--- config.mk ---
export PLATFORM = sky130hd
export DESIGN_NAME = sir_regs
export DESIGN_NICKNAME = d
export VERILOG_FILES = /design/src/sir_regs.v /design/src/sir_bank.v
export VERILOG_INCLUDE_DIRS = /design/src
export SDC_FILE = /design/constraint.sdc
export NUM_CORES = 1
export LEC_CHECK = 0
export BUFFER_PORTS_ARGS = -buffer_cell sky130_fd_sc_hd__buf_2
export CORE_MARGIN = 2
export CORE_UTILIZATION = 25
export DETAILED_ROUTE_END_ITERATION = 8
export PLACE_DENSITY = 0.51
export SLEW_MARGIN = 25
export SYNTH_ARGS = -nofsm -noshare
export SYNTH_HDL_FRONTEND = slang
export SYNTH_SLANG_ARGS = --single-unit
--- constraint.sdc ---
create_clock -name clk -period 4.9 [get_ports clk]
set_input_delay 0.98 -clock clk [delete_from_list [all_inputs] [get_ports clk]]
set_output_delay 0.98 -clock clk [all_outputs]
set_load 0.005 [all_outputs]
--- src/sir_map.vh ---
// Index map, field positions and reset values of the identification and count bytes.
// Assumes byte indices are eight bits wide, as issued by the serial protocol engine.
`ifndef SIR_MAP_VH
`define SIR_MAP_VH

// ----------------------------------------------------------------
// Byte indices
// ----------------------------------------------------------------
`define SIR_IDX_SPARE_A 8'h04
`define SIR_IDX_IDENT 8'h05
`define SIR_IDX_PART 8'h06
`define SIR_IDX_LEN 8'h07
`define SIR_IDX_SPARE_B 8'h08
`define SIR_IDX_FIRST 8'h04
`define SIR_IDX_LAST 8'h08

// ----------------------------------------------------------------
// Field positions
// ----------------------------------------------------------------
`define SIR_REV_MSB 7
`define SIR_REV_LSB 4
`define SIR_MAKER_MSB 3
`define SIR_MAKER_LSB 0
`define SIR_LEN_MSB 4
`define SIR_LEN_LSB 0

// ----------------------------------------------------------------
// Reset values and limits
// ----------------------------------------------------------------
`define SIR_LEN_RST 5'h08
`define SIR_LEN_MAX 5'h08
`define SIR_BYTE_ZERO 8'h00

`endif

--- src/sir_regs.v ---
// Identification and readback-length bytes with block read and block write sequencing.
// Assumes the serial protocol engine turns bus events into single-cycle strobes on clk.
//
// Summary of operation
// RL1: Low five length bits set block read size; counts above eight still stop a read at nine data bytes.
// RL2: Length resets to eight, nine bytes returned.
// RL3: Upper nibble of identity byte: fixed revision.
// RL4: Lower nibble: fixed maker code, unwritable.
// RL5: Index six returns a fixed part code.
// RL6: Block read sends count, then consecutive bytes.
// RL7: Reserved bytes and bits read zero, ignore writes.
`timescale 1ns/1ps
`include "sir_map.vh"

module sir_regs #(
	parameter [3:0] REV_CODE = 4'h3, // Arbitrary value.
	parameter [3:0] MAKER_CODE = 4'h5, // Arbitrary value.
	parameter [7:0] PART_CODE = 8'h5A // Arbitrary value.
) (
	input wire clk,
	input wire resetn,
	input wire [7:0] start_idx,
	input wire rd_start,
	input wire tx_next,
	input wire tx_end,
	output wire tx_valid,
	output wire [7:0] tx_byte,
	input wire wr_start,
	input wire wr_byte_en,
	input wire [7:0] wr_byte,
	output wire [7:0] low_idx,
	input wire [7:0] low_byte,
	output wire low_wr_en,
	output wire [7:0] low_wr_idx,
	output wire [7:0] low_wr_data,
	output wire [4:0] readback_length,
	output wire busy
);

	localparam [1:0] S_IDLE = 2'd0;
	localparam [1:0] S_COUNT = 2'd1;
	localparam [1:0] S_DATA = 2'd2;
	localparam [1:0] S_FILL = 2'd3;

	localparam [1:0] W_IDLE = 2'd0;
	localparam [1:0] W_CNT = 2'd1;
	localparam [1:0] W_DATA = 2'd2;

	reg [1:0] rstate_r;
	reg [1:0] rstate_nxt;
	reg [7:0] ridx_r;
	reg [3:0] rleft_r;
	reg [7:0] tx_byte_r;
	reg tx_valid_r;

	reg [1:0] wstate_r;
	reg [7:0] widx_r;
	reg [7:0] wleft_r;
	reg low_wr_en_r;
	reg [7:0] low_wr_idx_r;
	reg [7:0] low_wr_data_r;

	wire [7:0] bank_rd;
	wire bank_rd_hit;
	wire bank_wr_hit;
	wire [4:0] len_q;
	wire wr_fire;
	wire [4:0] len_use;
	wire [7:0] cur_byte;

	// ----------------------------------------------------------------
	// Byte bank
	// ----------------------------------------------------------------
	assign wr_fire = (wstate_r == W_DATA) && wr_byte_en && (wleft_r != 8'h00);

	sir_bank #(
		.REV_CODE(REV_CODE),
		.MAKER_CODE(MAKER_CODE),
		.PART_CODE(PART_CODE)
	) u_bank (
		.clk(clk),
		.resetn(resetn),
		.wr_en(wr_fire),
		.wr_idx(widx_r),
		.wr_data(wr_byte),
		.rd_idx(ridx_r),
		.rd_data(bank_rd),
		.rd_hit(bank_rd_hit),
		.wr_hit(bank_wr_hit),
		.len_q(len_q)
	);

	// Counts above eight are kept as written but never run a read past nine data bytes after the count byte.
	assign len_use = (len_q > `SIR_LEN_MAX) ? `SIR_LEN_MAX : len_q; // [RL1]
	assign cur_byte = bank_rd_hit ? bank_rd : low_byte;

	// ----------------------------------------------------------------
	// Block read sequencer
	// ----------------------------------------------------------------
	always @* begin
		rstate_nxt = rstate_r;
		case (rstate_r)
			S_IDLE: begin
				if (rd_start) begin
					rstate_nxt = S_COUNT;
				end
			end
			S_COUNT, S_DATA: begin
				if (tx_end) begin
					rstate_nxt = S_IDLE;
				end else if (tx_next) begin
					rstate_nxt = (rleft_r != 4'h0) ? S_DATA : S_FILL;
				end
			end
			S_FILL: begin
				if (tx_end) begin
					rstate_nxt = S_IDLE;
				end
			end
			default: begin
				rstate_nxt = S_IDLE;
			end
		endcase
	end

	always @(posedge clk or negedge resetn) begin
		if (!resetn) begin
			rstate_r <= S_IDLE;
			ridx_r <= 8'h00;
			rleft_r <= 4'h0;
			tx_byte_r <= 8'h00;
			tx_valid_r <= 1'b0;
		end else begin
			rstate_r <= rstate_nxt;
			case (rstate_r)
				S_IDLE: begin
					if (rd_start) begin
						// The count byte leads every block read. [RL6]
						tx_byte_r <= {3'h0, len_q};
						tx_valid_r <= 1'b1;
						ridx_r <= start_idx;
						rleft_r <= len_use[3:0] + 4'h1; // [RL2]
					end
				end
				S_COUNT, S_DATA: begin
					if (tx_end) begin
						tx_valid_r <= 1'b0;
					end else if (tx_next) begin
						if (rleft_r != 4'h0) begin
							tx_byte_r <= cur_byte; // [RL6]
							ridx_r <= ridx_r + 8'h01;
							rleft_r <= rleft_r - 4'h1;
						end else begin
							// The host overran the count; pad rather than wrap the index.
							tx_byte_r <= `SIR_BYTE_ZERO;
						end
					end
				end
				S_FILL: begin
					if (tx_end) begin
						tx_valid_r <= 1'b0;
					end
				end
				default: begin
					tx_valid_r <= 1'b0;
				end
			endcase
		end
	end

	// ----------------------------------------------------------------
	// Block write sequencer
	// ----------------------------------------------------------------
	always @(posedge clk or negedge resetn) begin
		if (!resetn) begin
			wstate_r <= W_IDLE;
			widx_r <= 8'h00;
			wleft_r <= 8'h00;
			low_wr_en_r <= 1'b0;
			low_wr_idx_r <= 8'h00;
			low_wr_data_r <= 8'h00;
		end else begin
			low_wr_en_r <= 1'b0;
			case (wstate_r)
				W_IDLE: begin
					if (wr_start) begin
						widx_r <= start_idx;
						wstate_r <= W_CNT;
					end
				end
				W_CNT: begin
					if (tx_end) begin
						wstate_r <= W_IDLE;
					end else if (wr_byte_en) begin
						wleft_r <= wr_byte;
						wstate_r <= W_DATA;
					end
				end
				W_DATA: begin
					if (tx_end) begin
						wstate_r <= W_IDLE;
					end else if (wr_fire) begin
						// Bytes outside this bank are handed to the lower control bytes.
						if (!bank_wr_hit) begin
							low_wr_en_r <= 1'b1;
							low_wr_idx_r <= widx_r;
							low_wr_data_r <= wr_byte;
						end
						widx_r <= widx_r + 8'h01;
						wleft_r <= wleft_r - 8'h01;
					end
				end
				default: begin
					wstate_r <= W_IDLE;
				end
			endcase
		end
	end

	// ----------------------------------------------------------------
	// Outputs
	// ----------------------------------------------------------------
	assign tx_valid = tx_valid_r;
	assign tx_byte = tx_byte_r;
	assign low_idx = ridx_r;
	assign low_wr_en = low_wr_en_r;
	assign low_wr_idx = low_wr_idx_r;
	assign low_wr_data = low_wr_data_r;
	assign readback_length = len_q;
	assign busy = (rstate_r != S_IDLE) || (wstate_r != W_IDLE);

endmodule

--- src/sir_bank.v ---
// Byte bank for indices 4 to 8: spare bytes, identification bytes and the readback length.
// Assumes writes arrive as single-cycle strobes synchronous to clk.
`timescale 1ns/1ps
`include "sir_map.vh"

module sir_bank #(
	parameter [3:0] REV_CODE = 4'h3, // Arbitrary value.
	parameter [3:0] MAKER_CODE = 4'h5, // Arbitrary value.
	parameter [7:0] PART_CODE = 8'h5A // Arbitrary value.
) (
	input wire clk,
	input wire resetn,
	input wire wr_en,
	input wire [7:0] wr_idx,
	input wire [7:0] wr_data,
	input wire [7:0] rd_idx,
	output reg [7:0] rd_data,
	output wire rd_hit,
	output wire wr_hit,
	output wire [4:0] len_q
);

	reg [4:0] len_r;

	// ----------------------------------------------------------------
	// Index decode
	// ----------------------------------------------------------------
	function in_bank;
		input [7:0] idx;
		begin
			in_bank = (idx >= `SIR_IDX_FIRST) && (idx <= `SIR_IDX_LAST);
		end
	endfunction

	assign rd_hit = in_bank(rd_idx);
	assign wr_hit = in_bank(wr_idx);
	assign len_q = len_r;

	// Only the length field is storage; writes elsewhere in the bank are dropped. [RL4] [RL7]
	always @(posedge clk or negedge resetn) begin
		if (!resetn) begin
			len_r <= `SIR_LEN_RST; // [RL2]
		end else if (wr_en && wr_hit && (wr_idx == `SIR_IDX_LEN)) begin
			len_r <= wr_data[`SIR_LEN_MSB:`SIR_LEN_LSB]; // [RL1]
		end
	end

	always @* begin
		rd_data = `SIR_BYTE_ZERO; // [RL7]
		case (rd_idx)
			`SIR_IDX_IDENT: begin
				rd_data[`SIR_REV_MSB:`SIR_REV_LSB] = REV_CODE; // [RL3]
				rd_data[`SIR_MAKER_MSB:`SIR_MAKER_LSB] = MAKER_CODE; // [RL4]
			end
			`SIR_IDX_PART: begin
				rd_data = PART_CODE; // [RL5]
			end
			`SIR_IDX_LEN: begin
				rd_data[`SIR_LEN_MSB:`SIR_LEN_LSB] = len_r; // [RL1]
			end
			default: begin
				rd_data = `SIR_BYTE_ZERO; // [RL7]
			end
		endcase
	end

endmodule

==> results of run 1 <==
through the flow:
step                      total power, mW  utilization
final                                2.67        0.311
after global routing                 2.86        0.311
after CTS                            2.69        0.311
after detailed placement             1.96        0.288
after global placement               1.95        0.288
after floorplan                      1.60            -
cells by family (layout without fill, tap and decap cells):
group / Yosys count / in the layout / share of synthesized area
AND/OR/NAND/NOR: 111 / 111 / 0.177
AO/OA/AOI/OAI: 106 / 106 / 0.193
buffers and inverters: 31 / 102 / 0.0377
XOR/XNOR: 1 / 1 / 0.00240
multiplexers: 36 / 36 / 0.117
adder cells (fa/ha/maj): 12 / 12 / 0.0411
flip-flops: 63 / 63 / 0.432
layout make-up:
cell class	count	share of cell area
clock buffer	11	0.0563
clock inverter	5	0.0178
sequential	63	0.351
inverter	15	0.0125
multi-input combinational	266	0.431
timing repair buffer	71	0.0797
tap	184	0.0513
routing by layer:
metal / wire, um / vias to the layer above / GRT usage
met2: 4550 / 77 / 0.197
met4: 157 / 0 / 0.0438
met1: 5240 / 1481 / 0.195
li1: - / 1493 / -
met5: 0 / - / 0
met3: 455 / 11 / 0.0344
how the worst max path moves through the flow:
stage / to / cells after the start
floorplan: low_wr_data[5] / 6
global placement: low_wr_data[0] / 5
detailed placement: low_wr_data[7] / 5
CTS: low_wr_data[7] / 4
global route: low_wr_data[4] / 4
finish: rleft_r[0] / 6
synth_stat cells (3+ instances only):
cell type  count  area [sq um]
dfrtp_1       62          1550
o21ai_0       30           150
a21oi_1       28           140
nor2_1        21          78.8
nand2_1       17          63.8
inv_1         14          52.6
mux2_2        14           158
ha_1          12           150
mux2i_1       12           120
clkbuf_1      10          37.5
nand3_1       10          50.1
mux2_4         9           135
nor3b_1        9          67.6
nand2b_1       7          43.8
and3_1         6          37.5
a21o_1         5          37.5
nor2b_1        5          31.3
nor3_1         5          25.0
o22ai_1        5          31.3
o311ai_0       5          43.8
and2_1         4          25.0
nand4_1        4          25.0
a211oi_1       3          22.5
a221o_1        3          30.0
nor4_1         3          18.8
o211ai_1       3          22.5
o2bb2ai_1      3          26.3
or3b_2         3          26.3
or4_1          3          22.5
report_power, final:
part	switching, mW	total (mW)	internal, mW
combinational	0.551	1.02	0.468
clock	0.240	0.712	0.472
sequential	0.222	0.936	0.714
cell usage in the layout (no fill, tap or decap), types with 3 or more instances in the layout:
cell and count:
nor3_1 5, a21o_1 5, inv_1 14, nor2_1 21, buf_2 70, mux2_2 14
o311ai_0 5, clkbuf_16 9, and2_1 4, a221o_1 3, o211ai_1 3, a211oi_1 3
or4_1 3, mux2_4 9, dfrtp_1 62, o21ai_0 30, ha_1 12, mux2i_1 12
nor3b_1 9, nand2_1 17, nor4_1 3, nor2b_1 5, and3_1 6, o2bb2ai_1 3
o22ai_1 5, nand3_1 10, nand4_1 4, a21oi_1 28, nand2b_1 7, or3b_2 3
flip-flops by register name (all words and copies together) (netlist names), 2 cells and up:
name and flops:
low_idx 8, low_wr_data 8, low_wr_idx 8, tx_byte 8
widx_r 8, wleft_r 8, u_bank.len_q 5, rleft_r 4
rstate_r 2, wstate_r 2
tightest hold or removal path, cell delays in order (launching register included):
cell,delay [ns]
dfrtp_1,0.34
nand2_1,0.05
o21ai_0,0.07
==> results.json, run 1 <==
{
  "drive_above_1_share": 0.283,
  "start_util": 0.253,
  "worstPathRequired_ns": 5.11,
  "cp_max_fo": 25,
  "cts_resized": 0,
  "whs_endpoint": "tx_byte[7]",
  "htreeDepth": 3,
  "clk_latency_ns": 0.33,
  "reg2reg_slack_ns": 2.01,
  "crit_type": "register to register",
  "wl_per_cell_um": 16.9,
  "clk_pin_slew_ns": 0.06,
  "path_buf_inv": 1,
  "tightest_slew_ns": 0.871,
  "finalHoldViolations": 0,
  "stdcell_count": 615,
  "yosysWarnings": 0,
  "antenna_found_initial": 0,
  "synthDistinctLibCells": 64,
  "syn_area_per_cell_sq_um": 10.1,
  "hold_buffers": 0,
  "fin_nets": 469,
  "fillCellCount": 1502,
  "drt-initial-drc-count": 157,
  "ctsRootBufferMaster": "clkbuf_16",
  "synth.yosys.seq_area_share": 0.432,
  "syn_area_sq_um": 3650,
  "clock_sinks": 63,
  "grt_max_degree": 49,
  "synth_edf_count": 0,
  "maxCapViolCount": 0,
  "core-area_sq_um": 14400,
  "dieHeight_um": 125,
  "path_cells": "inv_1 > ha_1 > mux2i_2 > a21o_1 > nor2_2 > mux2_2",
  "reg2reg_to": "rleft_r[0]",
  "status": "finished, final reports clean",
  "clock_path_buffers": 2,
  "reg2regPathDepth": 6,
  "fp.dieArea_sq_um": 15600,
  "start_kind": "register",
  "final-setup-viol-count": 0,
  "antenna-diode-count": 0,
  "numCtsBuffers": 9,
  "holdCritPathClass": "register to register",
  "min_path_cells": 2,
  "row_count": 44,
  "synth_flop_cell": "dfrtp_1",
  "dr.pass1.iters": 5,
  "grt_pass1_vias": 2986,
  "slowest_stage": "ha_1",
  "r2r_start": "rstate_r[1]",
  "io_buffers": 70,
  "io_pins": 71,
  "die_width_um": 125,
  "end_kind": "register",
  "async_reset_ff_frac": 1.00,
  "grt_setup_unrepaired": "no",
  "fin_crit_ns": 2.89,
  "cp-startpoint": "rstate_r[1]",
  "place_hpwl_um": 7770,
  "via_count": 3062,
  "setup_slack_ns": 2.01,
  "track_usage": 0.135,
  "dpl.cell_count": 599,
  "syn_to_final_growth_pct": 23.0,
  "ir_worst_vdd_v": 0.000241,
  "hold_ws_ns": 0.499,
  "regArea_sq_um": 1580,
  "syn_inst": 360,
  "multi_input_area_sq_um": 1930,
  "cts_setup_buffers": 0,
  "path_delay_family": "adder cells",
  "place_area_sq_um": 4160,
  "slowest_delay_ns": 0.78,
  "dp_slack_ns": 1.99,
  "max_slew_margin": 0.414,
  "ys_ff_latch": 63,
  "via_per_inst": 4.98,
  "drtAntennaViolNets": 0,
  "grt_pass1_wl_um": 16800,
  "gp_congestion": 0.800,
  "fin_skew_ns": 0.00641,
  "fin_setup_tns_ns": 0,
  "cts_tree": "done",
  "cp_data_arrival_time_ns": 3.10,
  "syn_nets": 403,
  "power_per_cell_area_nw_per_um2": 594,
  "overflow": 0,
  "min_from": "tx_byte[7]",
  "p_leak_nw": 2.01,
  "fmax_mhz": 347,
  "fin_area_sq_um": 4490,
  "drv_slew": 0,
  "finalCritPeriodShare": 0.589,
  "drc_errors": 0,
  "wirelength_um": 10400
}
Power figures use the tool's default switching activity.
==> run 2, diff against run 1 <==
--- a/config.mk
+++ b/config.mk
@@ -10,7 +10,7 @@
 export CORE_MARGIN = 2
 export CORE_UTILIZATION = 25
 export DETAILED_ROUTE_END_ITERATION = 8
-export PLACE_DENSITY = 0.51
+export PLACE_DENSITY = 0.53
 export SLEW_MARGIN = 25
 export SYNTH_ARGS = -nofsm -noshare
 export SYNTH_HDL_FRONTEND = slang
==> constraint.sdc (replaced) <==
create_clock -name clk -period 2.5 [get_ports clk]
set_input_delay 0.5 -clock clk [delete_from_list [all_inputs] [get_ports clk]]
set_output_delay 0.5 -clock clk [all_outputs]
set_load 0.005 [all_outputs]
==> run 2 against run 1 <==
- die area did not move
- design area is 1.7% higher
- clock power increased by 95%
- fmax up 32%
- routed wire length is essentially flat
- sequential power increased by 96%
- global-route usage increased by 0.18 points
- clock skew is essentially flat
==> results.json, run 2 (synthesis results as in run 1) <==
{
  "dp_slack_ns": 0.292,
  "path_buf_inv": 2,
  "path_cells": "inv_1 > ha_1 > nor3b_1 > a211o_4 > a31oi_4 > buf_4 > mux2_2",
  "fin_nets": 479,
  "reg2regPathDepth": 7,
  "slowest_delay_ns": 0.40,
  "setup.worst_path.end": "low_wr_data[1]",
  "via_per_inst": 5.00,
  "antenna_found_initial": 0,
  "grt_pass1_wl_um": 17200,
  "overflow": 0,
  "numCtsBuffers": 9,
  "fmax_mhz": 458,
  "row_count": 44,
  "slowest_stage": "a211o_4",
  "fin_skew_ns": 0.00650,
  "reg2reg_to": "low_wr_data[1]",
  "max_slew_margin": 0.618,
  "path_delay_family": "compound AO/OA/AOI/OAI gates",
  "setup_slack_ns": 0.316,
  "fin_crit_ns": 2.18,
  "finalHoldViolations": 0,
  "gp_congestion": 0.856,
  "power_mw": 5.33,
  "holdCritPathClass": "input pin to register",
  "hold_ws_ns": 0.422,
  "grt.busiest_layer": "met1",
  "via_count": 3125,
  "grtUsageMet3": 0.0279,
  "cts_resized": 0,
  "grt_pass1_vias": 3092,
  "final-setup-viol-count": 0,
  "drtAntennaViolNets": 0,
  "io_pins": 71,
  "fin_area_sq_um": 4570,
  "drv_slew": 0,
  "fin_util": 0.317,
  "fillCellCount": 1514,
  "dpl.cell_count": 608,
  "dieHeight_um": 125,
  "use_met1": 0.205,
  "r2r_start": "wleft_r[0]",
  "cp-startpoint": "wleft_r[0]",
  "end_kind": "register",
  "finalCritPeriodShare": 0.873,
  "io_buffers": 70,
  "start_util": 0.253,
  "track_usage": 0.137,
  "drc_errors": 0,
  "status": "finished, final reports clean",
  "cp_data_arrival_time_ns": 2.40,
  "fp.dieArea_sq_um": 15600,
  "ctsRootBufferMaster": "clkbuf_16",
  "grt_use_met2": 0.200,
  "syn_to_final_growth_pct": 25.1,
  "stdcell_count": 625,
  "power_per_cell_area_nw_per_um2": 1170,
  "core-area_sq_um": 14400,
  "grt_setup_unrepaired": "no",
  "tightest_slew_ns": 0.569,
  "clk_latency_ns": 0.33,
  "final_common_cell": "buf_2",
  "crit_type": "register to register",
  "layout_common_cells": "buf_2, dfrtp_1, o21ai_0",
  "worstPathRequired_ns": 2.71,
  "reg2reg_slack_ns": 0.32,
  "grt_max_degree": 33,
  "drive_above_1_share": 0.297,
  "die_width_um": 125,
  "htreeDepth": 3,
  "drt-initial-drc-count": 160,
  "place_hpwl_um": 7780,
  "wl_per_cell_um": 16.6,
  "ir_worst_vdd_v": 0.000364,
  "clk_pin_slew_ns": 0.06,
  "p_leak_nw": 2.05,
  "place_area_sq_um": 4220,
  "cts_tree": "done",
  "start_kind": "register",
  "fin_setup_tns_ns": 0,
  "clock_sinks": 63,
  "maxCapViolCount": 0,
  "clock_path_buffers": 2,
  "cp_max_fo": 17,
  "dr.pass1.iters": 5,
  "wirelength_um": 10400,
  "cp_num_cells": 7,
  "antenna-diode-count": 0
}
run 2: cell types whose count changed in the layout (fill, tap and decap cells not counted), sizes merged:
cell and change:
clkbuf -1, inv +1, dlygate4sd3 +1, buf +9
run 2: cell type report:
type	instances	area [sq um]	share of cell area
flip-flops and latches	63	1580	0.346
well taps	184	230	0.0504
repair buffers	81	435	0.0954
clock buffers	10	239	0.0523
inverters	15	56.3	0.0123
multi-input cells	266	1930	0.424
clock inverters	6	92.6	0.0203
run 2: layer usage:
metal	wire length, um	up-vias
met3	389	10
met1	5300	1519
met4	115	0
li1	-	1512
met5	0	-
met2	4600	84
run 2: power by group:
part           internal, mW  total (mW)  switching [mW]
clock                 0.905        1.39           0.486
sequential             1.40        1.83           0.427
combinational         0.991        2.11            1.12
total                  3.30        5.33            2.04
run 2: worst min-delay path by stage:
stage	start	endpoint	slack, ns	cells after the start
floorplan	resetn	low_idx[0]	0.20	0
global placement	resetn	tx_byte[7]	0.29	1
detailed placement	resetn	tx_byte[7]	0.29	1
CTS	wr_byte[6]	low_wr_data[6]	0.42	2
global route	wr_byte[6]	low_wr_data[6]	0.42	2
finish	wr_byte[6]	low_wr_data[6]	0.42	2
run 2: repair_timing:
| action | 4_1_cts | 5_1_grt |
|---|---|---|
| hold buffers | 1 | 0 |
| endpoints found under the hold margin | 1 | 0 |
| setup endpoints to repair | 0 | 0 |
| buffers inserted | 0 | 0 |
==> run 3, diff against run 2 <==
--- a/config.mk
+++ b/config.mk
@@ -8,9 +8,9 @@
 export LEC_CHECK = 0
 export BUFFER_PORTS_ARGS = -buffer_cell sky130_fd_sc_hd__buf_2
 export CORE_MARGIN = 2
-export CORE_UTILIZATION = 25
+export CORE_UTILIZATION = 35
 export DETAILED_ROUTE_END_ITERATION = 8
-export PLACE_DENSITY = 0.53
+export PLACE_DENSITY = 0.66
 export SLEW_MARGIN = 25
 export SYNTH_ARGS = -nofsm -noshare
 export SYNTH_HDL_FRONTEND = slang
==> run 3 against run 2 <==
- fmax up 0.99%
- clock power down 22%
- sequential power is essentially flat
- utilization up 11 points
- worst hold slack lost 0.22 ns
- first-iteration DRC count grew 19%
- via count rose by 1.4%
- critical path type unchanged
- critical endpoint is now low_wr_data[4]
- largest power group unchanged
==> results.json, run 3 (synthesis results as in run 1) <==
{
  "hold_ws_ns": 0.205,
  "fillCellCount": 976,
  "overflow": 0,
  "clock_path_buffers": 2,
  "fin_nets": 477,
  "drive_above_1_share": 0.296,
  "final_common_cell": "buf_2",
  "regArea_sq_um": 1580,
  "fin_skew_ns": 0.00923,
  "clk_latency_ns": 0.35,
  "grt_setup_unrepaired": "no",
  "fmax_mhz": 462,
  "status": "finished, final reports clean",
  "power_per_cell_area_nw_per_um2": 1130,
  "via_count": 3170,
  "dp_slack_ns": 0.307,
  "slowest_stage": "a211o_4",
  "cts_resized": 0,
  "finalHoldViolations": 0,
  "dpl.cell_count": 559,
  "fp.dieArea_sq_um": 11300,
  "crit_type": "register to register",
  "finalCritPeriodShare": 0.865,
  "tightest_slew_ns": 0.734,
  "grt_pass1_wl_um": 15500,
  "worstPathRequired_ns": 2.73,
  "drc_errors": 0,
  "start_kind": "register",
  "dieHeight_um": 106,
  "fin_setup_tns_ns": 0,
  "cts_tree": "done",
  "cts_setup_buffers": 0,
  "via_per_inst": 5.51,
  "stdcell_count": 575,
  "holdCritPathClass": "input pin to async pin",
  "ir_worst_vdd_v": 0.000481,
  "drv_slew": 0,
  "ctsRootBufferMaster": "clkbuf_8",
  "grt_pass1_vias": 3062,
  "cp_data_arrival_time_ns": 2.39,
  "layout_common_cells": "buf_2, dfrtp_1, o21ai_0",
  "htreeDepth": 3,
  "slowest_delay_ns": 0.40,
  "max_slew_margin": 0.511,
  "wl_per_cell_um": 16.6,
  "hold_buffers": 0,
  "antenna-diode-count": 0,
  "io_buffers": 70,
  "antenna_found_initial": 0,
  "core-area_sq_um": 10200,
  "place_hpwl_um": 6960,
  "syn_to_final_growth_pct": 20.6,
  "maxCapViolCount": 0,
  "start_util": 0.357,
  "clock_sinks": 63,
  "grt_max_degree": 33,
  "track_usage": 0.175,
  "final-setup-viol-count": 0,
  "cp_max_fo": 17,
  "fin_crit_ns": 2.16,
  "die_width_um": 106,
  "numCtsBuffers": 9,
  "end_kind": "register",
  "clk_pin_slew_ns": 0.07,
  "drt-initial-drc-count": 190,
  "dr.pass1.iters": 5,
  "multi_input_area_sq_um": 1930,
  "io_pins": 71,
  "gp_congestion": 0.854,
  "setup_slack_ns": 0.338,
  "path_cells": "inv_1 > ha_1 > nor3b_1 > a211o_4 > a31oi_4 > buf_4 > mux2_2",
  "p_leak_nw": 2.01,
  "wirelength_um": 9570,
  "row_count": 37,
  "drtAntennaViolNets": 0
}
## run 3: worst paths after layout
kind	from	end	slack (ns)	cells past startpoint
setup / recovery	wleft_r[0]	low_wr_data[4]	0.34	7
hold / removal	resetn	tx_byte[2]	0.20	1
setup reg to reg	wleft_r[0]	low_wr_data[4]	0.34	7
hold reg to reg	tx_byte[6]	tx_byte[6]	0.49	2
max in group asynchronous	resetn	wleft_r[0]	1.55	2
min in group clk	wr_byte[7]	low_wr_data[7]	0.40	2
## run 3: critical path, delay by kind of cell, from the launching register on
kind                     cells  cell delay, ns
buffers and inverters        2            0.39
AND/OR/NAND/NOR              1            0.17
AO/OA/AOI/OAI                2            0.54
flip-flops                   1            0.37
multiplexers                 1            0.38
adder cells (fa/ha/maj)      1            0.20
## run 3: per-stage QoR
step / utilization / power [mW] / area, sq um
6_report: 0.430 / 4.97 / 4400
5_1_grt: 0.430 / 5.34 / 4400
4_1_cts: 0.430 / 4.99 / 4400
3_5_place_dp: 0.406 / 3.89 / 4160
3_3_place_gp: 0.406 / 3.81 / 4160
2_1_floorplan: - / 3.15 / 3650
## run 3: where the power goes
group / internal [mW] / leakage [nW] / switching [mW] / total, mW
sequential: 1.40 / 0.788 / 0.414 / 1.81
clock: 0.665 / 0.123 / 0.426 / 1.09
combinational: 0.966 / 1.10 / 1.10 / 2.07
## run 3: final cells by class
class,count,share of cell area
sequential,63,0.358
multi-input combinational,266,0.439
inverter,15,0.0128
tap,136,0.0387
clock inverter,7,0.0276
timing repair buffer,79,0.0949
clock buffer,9,0.0281
## run 3: metal layers
metal,up-vias,GRT usage,share of wire
li1,1501,-,-
met1,1556,0.244,0.46
met2,97,0.258,0.46
met3,16,0.0300,0.059
met4,0,0.0977,0.024
met5,-,0,0
